**src/verilog/csfc_map.vh**
```
// Register map, field positions and reset values of the serial frame configuration block.
// Assumes inclusion by the block's design file only.
`ifndef CSFC_MAP_VH
`define CSFC_MAP_VH
// Register word indices on the plain register port
`define CSFC_ADDR_W 4
`define CSFC_REG_FRAME_CFG 4'h0
`define CSFC_REG_STATUS 4'h1
`define CSFC_REG_MASK 4'h2
`define CSFC_REG_CTRL 4'h3
// Frame configuration fields
`define CSFC_BUF_HI 11
`define CSFC_BUF_LO 10
`define CSFC_FRM_HI 8
`define CSFC_FRM_LO 5
`define CSFC_WS_HI 3
`define CSFC_WS_LO 0
`define CSFC_CFG_WMASK 16'h0DEF
`define CSFC_CFG_RST 16'h0000
// Status and mask bits
`define CSFC_ST_BUF 0
`define CSFC_ST_FRM 1
`define CSFC_ST_W 2
`define CSFC_ST_RST 2'h0
// Control bits
`define CSFC_CTRL_EN 0
`endif

```
**src/verilog/csfc_top.v**
```verilog
// Serial frame configuration and word/frame/buffer counting for a codec serial port.
// Assumes a register master on core_clk and a free-running serial bit clock on a pin.
// Assumes software keeps word bit size codes at 0011 or above.
//
// How it works
// - Buffer word count code n raises an interrupt after n+1 words, giving one to four words.
// - Frame word count code n makes a frame of n+1 words, one to sixteen.
// - Word bit size code n makes each word n+1 bits, four to sixteen.
// - Reserved config bits 15..12, 9 and 4 read as zero and all fields reset to zero.
//
// Local design decisions: the plain strobed port and the address map.
`timescale 1ns/1ps
`default_nettype none
`include "csfc_map.vh"
module csfc_top (
   input wire core_clk,
   input wire srst,
   input wire [3:0] addr,
   input wire [15:0] wdata,
   input wire wr_en,
   input wire rd_en,
   output reg [15:0] rdata,
   input wire sclk_pin,
   output reg frame_sync,
   output reg word_done,
   output reg irq
);
   // ************************************************************
   // Registers
   // ************************************************************
   reg [15:0] cfg_r;
   reg [15:0] cfg_nxt;
   reg [1:0] status_r;
   reg [1:0] status_nxt;
   reg [1:0] mask_r;
   reg [1:0] mask_nxt;
   reg enable_r;
   reg enable_nxt;
   reg irq_nxt;
   wire [1:0] buf_code;
   wire [3:0] frm_code;
   wire [3:0] ws_code;
   wire [15:0] cfg_view;
   wire wr_cfg;
   wire wr_status;
   wire wr_mask;
   wire wr_ctrl;
   assign buf_code = cfg_r[`CSFC_BUF_HI:`CSFC_BUF_LO];
   assign frm_code = cfg_r[`CSFC_FRM_HI:`CSFC_FRM_LO];
   assign ws_code = cfg_r[`CSFC_WS_HI:`CSFC_WS_LO];
   // Reserved positions are tied to zero here rather than trusted to the write mask
   assign cfg_view = {4'h0, buf_code, 1'b0, frm_code, 1'b0, ws_code};
   // Write decode; a read strobe never changes state
   assign wr_cfg = wr_en & (addr == `CSFC_REG_FRAME_CFG);
   assign wr_status = wr_en & (addr == `CSFC_REG_STATUS);
   assign wr_mask = wr_en & (addr == `CSFC_REG_MASK);
   assign wr_ctrl = wr_en & (addr == `CSFC_REG_CTRL);

   // ************************************************************
   // Link clock sampling
   // ************************************************************
   // Two flops before use; edge found on the second and third stages
   reg sclk_s1_r;
   reg sclk_s2_r;
   reg sclk_s3_r;
   wire bit_tick;
   always @(posedge core_clk) begin
      if (srst) begin
         sclk_s1_r <= 1'b0;
         sclk_s2_r <= 1'b0;
         sclk_s3_r <= 1'b0;
      end else begin
         sclk_s1_r <= sclk_pin;
         sclk_s2_r <= sclk_s1_r;
         sclk_s3_r <= sclk_s2_r;
      end
   end
   // Stages reset to the idle low level of the link clock, so no false edge follows reset
   assign bit_tick = sclk_s2_r & ~sclk_s3_r;

   // ************************************************************
   // Word, frame and buffer counters
   // ************************************************************
   reg [3:0] bit_cnt_r;
   reg [3:0] bit_cnt_nxt;
   reg [3:0] word_cnt_r;
   reg [3:0] word_cnt_nxt;
   reg [1:0] buf_cnt_r;
   reg [1:0] buf_cnt_nxt;
   reg frame_sync_nxt;
   reg word_done_nxt;
   wire word_end;
   wire frame_end;
   wire buf_end;
   // Codes below 0011 are not guarded; counting simply follows the code
   assign word_end = enable_r & bit_tick & (bit_cnt_r == ws_code);
   assign frame_end = word_end & (word_cnt_r == frm_code);
   assign buf_end = word_end & (buf_cnt_r == buf_code);
   always @* begin
      bit_cnt_nxt = bit_cnt_r;
      word_cnt_nxt = word_cnt_r;
      buf_cnt_nxt = buf_cnt_r;
      frame_sync_nxt = 1'b0;
      word_done_nxt = word_end;
      if (!enable_r) begin
         // Held at zero while disabled, so enabling always starts on a word boundary
         bit_cnt_nxt = 4'h0;
         word_cnt_nxt = 4'h0;
         buf_cnt_nxt = 2'h0;
      end else if (word_end) begin
         bit_cnt_nxt = 4'h0;
         if (frame_end) begin
            word_cnt_nxt = 4'h0;
         end else begin
            word_cnt_nxt = word_cnt_r + 4'h1;
         end
         if (buf_end) begin
            buf_cnt_nxt = 2'h0;
         end else begin
            buf_cnt_nxt = buf_cnt_r + 2'h1;
         end
         frame_sync_nxt = frame_end;
      end else if (bit_tick) begin
         bit_cnt_nxt = bit_cnt_r + 4'h1;
      end
   end
   always @(posedge core_clk) begin
      if (srst) begin
         bit_cnt_r <= 4'h0;
         word_cnt_r <= 4'h0;
         buf_cnt_r <= 2'h0;
         frame_sync <= 1'b0;
         word_done <= 1'b0;
      end else begin
         bit_cnt_r <= bit_cnt_nxt;
         word_cnt_r <= word_cnt_nxt;
         buf_cnt_r <= buf_cnt_nxt;
         frame_sync <= frame_sync_nxt;
         word_done <= word_done_nxt;
      end
   end

   // ************************************************************
   // Register writes and sticky status
   // ************************************************************
   always @* begin
      cfg_nxt = cfg_r;
      mask_nxt = mask_r;
      enable_nxt = enable_r;
      if (wr_cfg) begin
         cfg_nxt = wdata & `CSFC_CFG_WMASK;
      end
      if (wr_mask) begin
         mask_nxt = wdata[1:0];
      end
      if (wr_ctrl) begin
         enable_nxt = wdata[`CSFC_CTRL_EN];
      end
   end
   always @* begin
      status_nxt = status_r;
      if (wr_status) begin
         status_nxt = status_r & ~wdata[1:0];
      end
      // Hardware set wins over a same-cycle clear, so no event is lost
      if (buf_end) begin
         status_nxt[`CSFC_ST_BUF] = 1'b1;
      end
      if (frame_end) begin
         status_nxt[`CSFC_ST_FRM] = 1'b1;
      end
   end
   always @(posedge core_clk) begin
      if (srst) begin
         cfg_r <= `CSFC_CFG_RST;
         status_r <= `CSFC_ST_RST;
         mask_r <= `CSFC_ST_RST;
         enable_r <= 1'b0;
      end else begin
         cfg_r <= cfg_nxt;
         status_r <= status_nxt;
         mask_r <= mask_nxt;
         enable_r <= enable_nxt;
      end
   end

   // ************************************************************
   // Interrupt output
   // ************************************************************
   // Uses the next mask, so a mask write acts on the same edge as a status write
   always @* begin
      irq_nxt = |(status_nxt & mask_nxt);
   end
   always @(posedge core_clk) begin
      if (srst) begin
         irq <= 1'b0;
      end else begin
         irq <= irq_nxt;
      end
   end

   // ************************************************************
   // Register reads
   // ************************************************************
   reg [15:0] rdata_nxt;
   always @* begin
      rdata_nxt = 16'h0000;
      if (rd_en) begin
         case (addr)
            `CSFC_REG_FRAME_CFG: rdata_nxt = cfg_view;
            `CSFC_REG_STATUS: rdata_nxt = {14'h0000, status_r};
            `CSFC_REG_MASK: rdata_nxt = {14'h0000, mask_r};
            `CSFC_REG_CTRL: rdata_nxt = {15'h0000, enable_r};
            default: rdata_nxt = 16'h0000;
         endcase
      end
   end
   // Data stand for one cycle only and are zero otherwise, so an OR-ed read bus stays clean
   always @(posedge core_clk) begin
      if (srst) begin
         rdata <= 16'h0000;
      end else begin
         rdata <= rdata_nxt;
      end
   end
endmodule
`default_nettype wire

```
**config.mk**
```make
export PLATFORM = sky130hd
export DESIGN_NAME = csfc_top
export DESIGN_NICKNAME = d
export VERILOG_FILES = /design/src/verilog/csfc_top.v
export VERILOG_INCLUDE_DIRS = /design/src /design/src/verilog
export SDC_FILE = /design/constraint.sdc
export NUM_CORES = 1
export LEC_CHECK = 0
export BUFFER_PORTS_ARGS = -buffer_cell sky130_fd_sc_hd__buf_4
export CORE_ASPECT_RATIO = 1.4
export CORE_UTILIZATION = 45
export DETAILED_ROUTE_END_ITERATION = 6
export PLACE_DENSITY_LB_ADDON = 0.3
export SLEW_MARGIN = 15
export SYNTH_ARGS = -nofsm -noshare
export SYNTH_HDL_FRONTEND = slang
export SYNTH_SLANG_ARGS = --single-unit
export TNS_END_PERCENT = 20
```
**constraint.sdc**
```tcl
create_clock -name core_clk -period 2.1 [get_ports core_clk]
set_input_delay 0 -clock core_clk [delete_from_list [all_inputs] [get_ports core_clk]]
set_output_delay 0 -clock core_clk [all_outputs]
set_load 0.005 [all_outputs]
```
Yosys cells after proc, flatten, opt, wreduce, memory -nomap -nowiden

Index checks and enable logic that the tools add are counted.

Bits in registers: 47
Bits of input ports: 25
Logic and storage cells: 52
Output and inout bits: 19

Muxes and demuxes: 7
Add/subtract/negate cells: 3
Reduce and logical (&&, ||, !) cells: 6
Bitwise logic cells: 16
Equal/unequal tests: 6

Operator list:

| kind                                                                   | count |
|---|---|
| 12-bit case mux with 4 select lines                                    | 1 |
| 1-bit AND                                                              | 9 |
| 4-bit by 1-bit adder with 4-bit output (second input constant)         | 2 |
| 4-bit by 2-bit equality test with 1-bit output (second input constant) | 2 |
| 4-bit equality test                                                    | 2 |
| 2-bit two-way mux                                                      | 3 |
| 2-bit OR reduction                                                     | 3 |
| 3-bit OR reduction                                                     | 2 |
| 2-bit AND                                                              | 2 |
| 4-bit by 1-bit equality test with 1-bit output (second input constant) | 1 |
| 4-bit logical NOT                                                      | 1 |
| 4-bit two-way mux                                                      | 1 |
| 1-bit inverter                                                         | 4 |
| 2-bit by 1-bit adder with 2-bit output (second input constant)         | 1 |
| 2-bit equality test                                                    | 1 |
| 1-bit two-way mux                                                      | 2 |
| 2-bit inverter                                                         | 1 |

Longest topological paths before layout

Depth in word-level cells: 8
Depth in mapped cells: 6

Worst setup path before layout

No wires, ideal clock.

Kind: register -> register
Start: register bit_cnt_r[0]
End: register buf_cnt_r[1]
Stages on the path, launching flop included: 5
Arrival: 1.370 ns
Slack: 0.660 ns
Data required time: 2.030 ns
Path through: dfxtp_1 xnor2_1 nand3_2 or4_1 a21oi_1

Longest elaborated chain between the ends: 4

RTL lines:

| what                     | line           | source |
|---|---|---|
| start: declaration       | csfc_top.v:84  | `reg [3:0] bit_cnt_r;` |
| start signal: assignment | csfc_top.v:135 | `bit_cnt_r <= bit_cnt_nxt;` |
| 4-bit equality test *    | csfc_top.v:96  | `assign word_end = enable_r & bit_tick & (bit_cnt_r == ws_code);` |
| 1-bit AND *              | csfc_top.v:96  |  |
| 1-bit AND                | csfc_top.v:98  | `assign buf_end = word_end & (buf_cnt_r == buf_code);` |
| 2-bit two-way mux        | csfc_top.v:117 | `if (buf_end) begin` |
| end signal: assignment   | csfc_top.v:137 | `buf_cnt_r <= buf_cnt_nxt;` |
| end: declaration         | csfc_top.v:88  | `reg [1:0] buf_cnt_r;` |

Mark *: on every way between the ends. The rest lies on a longest branch, timed or not.
A chain may end at the register's enable or synchronous reset.

Worst setup path after layout

Start: register bit_cnt_r[1]
End: register buf_cnt_r[1]

Same word-level chain as after synthesis.

==> out/results.env <==
RUN_STATUS='finished, final reports clean'
MAX_CLOCK_FREQ_MHz=599.1
GR-TOTAL-OVERFLOW=0
HOLD_PATH.CLASS='in2reg'
DIE-WIDTH_UM=54.96
SYNTH_FF_TYPE='dfxtp_1'
FILLER_CELL_COUNT=347
SYN_AREA_PER_CELL_UM2=9.298
CTS_HOLD_REPAIR.BUFFERS=11
TOTAL_CLOCK_BUFFERS_CREATED_BY_CTS=5
GRT_START_MAX_NET_PINS=23
TOP_LEVEL_PORTS=44
SYN-INSTANCE-COUNT=190
CTS.REPAIR.RESIZED=0
POSTROUTEWIRELENGTH_UM=3837
POWER.LEAKAGE_nW=0.8668
WORSTSKEWPAIRLATENCY_PS=300
POST-SYNTH-TOP-COUNT-CELL='dfxtp_1'
ASYNCSETRESETFLOPFRACSYNTH=0
CLK_PIN_SLEW_PS=90
FINALHOLDWORSTSLACK_PS=38.40
PERIOD_SHARE=0.7948
CTS-ROOT-TO-SINK-BUFFERS=2
CLOCK_TREE_FROM_TRITONCTS='built'
SYNTH_WARNINGS=0
WORST_SETUP_PATH_END_KIND='flop'
SYNTH_AREA_LEADERS='dfxtp_1 46%, a21oi_1 5.7%, xnor2_1 5.5%'
CLOCK_SKEW_PS=14.08
DRT.ANTENNA.VIOLATING_NETS=0
DETAIL_ROUTE.DRC_VIOLATIONS=0
STD_CELL_ROWS=26
YS_TYPES=36
CELL_TYPE_CONTRIBUTING_THE_MOST_TOTAL_CELL_AREA_AFTER_SYNTHESIS='dfxtp_1'
TIMING.CRITICAL_PATH.FANOUT_MAX=7
SEQ_CELLS_POST_SYNTH=41
CORE-AREA_UM2=3709
CTS_ROOT_BUFFER='clkbuf_8'
SEQ_AREA_UM2=820.8
GLOBALROUTETOTALUTIL=0.1990
MAX_CAP_VIOL_COUNT=0
SYNTH_TOP_AREA_SHARE=0.4646
CLOCK_SINKS=41
P_PER_AREA_nW_PER_UM2=736.7
DR.FIRST_ITER.DRC_COUNT=48
AREA_ENCLOSED_BY_THE_DIE_BOUNDARY_UM2=4184
DRT_PASS1_ITERATIONS=4
DRIVE_ABOVE_1_SHARE=0.2155
WORSTSETUPSTARTPOINTTYPE='flop'
RSZ0062_AT_GRT='false'
NNETSFINAL=258
REPORT.FINAL.SLEW_VIOL_COUNT=0
FINAL_HOLD_VIOL_COUNT=0
GLOBAL_ROUTE_WIRE_LENGTH_BEFORE_REPAIR_UM=5885
SYNTH.TOP_CELLS.BY_COUNT='41 x dfxtp_1, 20 x a21oi_1, 16 x nand3_1, 13 x nand2_1, 11 x xnor2_1'
REPORT.FINAL.SETUP_VIOL=0
LAYOUT_MIN_CYCLE_TIME_PS=1669
YS_SEQ_AREA_FRAC=0.4646
WORST_IR_DROP_VDD_mV=0.7593
DIE_H_UM=76.14
GP_ROUTABILITY_CONGESTION=0.8090
SYNTHESIS.AREA_UM2=1767
CLOCK_TREE.HTREE_LEVEL_COUNT=2
AREA.GROWTH.SYNTH_TO_FINAL_PCT=27.34
FIN_SETUP_TNS_PS=0
MULTI_INPUT_COMB_AREA_UM2=873.3
NUM_ANTENNA_CELLS=0
FIN_TOTAL_PWR_mW=1.657
ROUTED-VIA-COUNT=1499
FIRST_GLOBAL_VIAS=1309
IO_BUFFERS=31
POSTCTSSETUPBUFFERS=0
UTILIZATION=0.6066
TIMING.SETUP.CRITICAL_PATH_CLASS='reg2reg'
CRITPATHARRIVALTIME_PS=1910
INITIAL_UTILIZATION=0.4764
AVERAGE_VIA_COUNT_PER_STANDARD_CELL=5.471
DPL.HPWL_UM=2455
CRITICAL_PATH_REQUIRED_PS=2340
INITIAL_ANTENNA_VIOLATION_COUNT=0
ROUTED_LENGTH_PER_INSTANCE_UM=14.00
EDFF_COUNT_SYNTH=0
where the power goes:
| part | internal (mW) | switching, mW | total [mW] |
|---|---|---|---|
| registers | 0.782 | 0.00328 | 0.786 |
| clock network | 0.478 | 0.291 | 0.769 |
| logic | 0.0532 | 0.0493 | 0.102 |
| total | 1.31 | 0.343 | 1.66 |
final timing paths:
kind / startpoint / endpoint / slack, ps / cells past startpoint
worst max register to register: bit_cnt_r[1] / buf_cnt_r[1] / 430 / 4
worst min register to register: sclk_s1_r / sclk_s2_r / 440 / 1
worst min-delay path: srst / word_done / 40 / 2
worst max-delay path: bit_cnt_r[1] / buf_cnt_r[1] / 430 / 4
cell usage in the layout (no fill, tap or decap), drive strengths merged:
cell         instances
dfxtp               41
buf                 34
a21oi               20
nand3               17
nand2               13
xnor2               11
dlygate4sd3         11
and2                 9
nor2b                9
nor2                 6
conb                 6
nor3                 6
nand4                5
o21ai                5
clkbuf               5
o31ai                3
or4                  3
mux2i                3
and3                 3
nand2b               2
xor2                 2
a41oi                2
a32o                 2
or3b                 2
ha                   2
bufinv               2
nor3b                1
or4b                 1
and4                 1
nand4bb              1
a22o                 1
mux4                 1
and2b                1
inv                  1
sequential cells by signal, summed over array words and instances, names as in the netlist, 2 cells and up:
register,cells
mask_r,2
buf_cnt_r,2
cfg_r,10
word_cnt_r,4
bit_cnt_r,4
rdata,10
status_r,2
cells by family after synthesis:
| family | Yosys count | share of synthesized area |
|---|---|---|
| AND/OR/NAND/NOR | 80 | 0.2635 |
| flip-flops | 41 | 0.4646 |
| AO/OA/AOI/OAI | 33 | 0.1098 |
| buffers and inverters | 16 | 0.05170 |
| XOR/XNOR | 13 | 0.06445 |
| multiplexers | 4 | 0.02974 |
| adder cells (fa/ha/maj) | 2 | 0.01416 |
| other | 1 | 0.002123 |
routing by layer:
metal,track usage,up-vias,wire [um]
met5,0,-,0
met4,0.08250,0,86
met3,0.05389,8,161
met2,0.3422,34,2102
met1,0.2160,718,1487
li1,-,739,-
layout make-up:
class / instances / area share
tap: 42 / 0.02336
clock inverter: 3 / 0.03059
multi-input combinational: 138 / 0.3882
timing repair buffer: 45 / 0.1624
sequential: 41 / 0.3648
clock buffer: 5 / 0.03059
worst max-delay path, cell delays in order (launching register included):
cell and delay [ps]:
dfxtp_1 360, xnor2_1 280, nand3_1 280, or4_1 550, a21oi_1 140
metrics by stage:
stage,cell area (um2),worst slack (ps),instances
3_3_place_gp,2002,517.6,255
4_1_cts,2250,412.1,274
6_report,2250,430.9,274
3_5_place_dp,2002,495.1,255
2_1_floorplan,1785,659.9,195
5_1_grt,2250,322.2,274
Power figures use the tool's default switching activity.
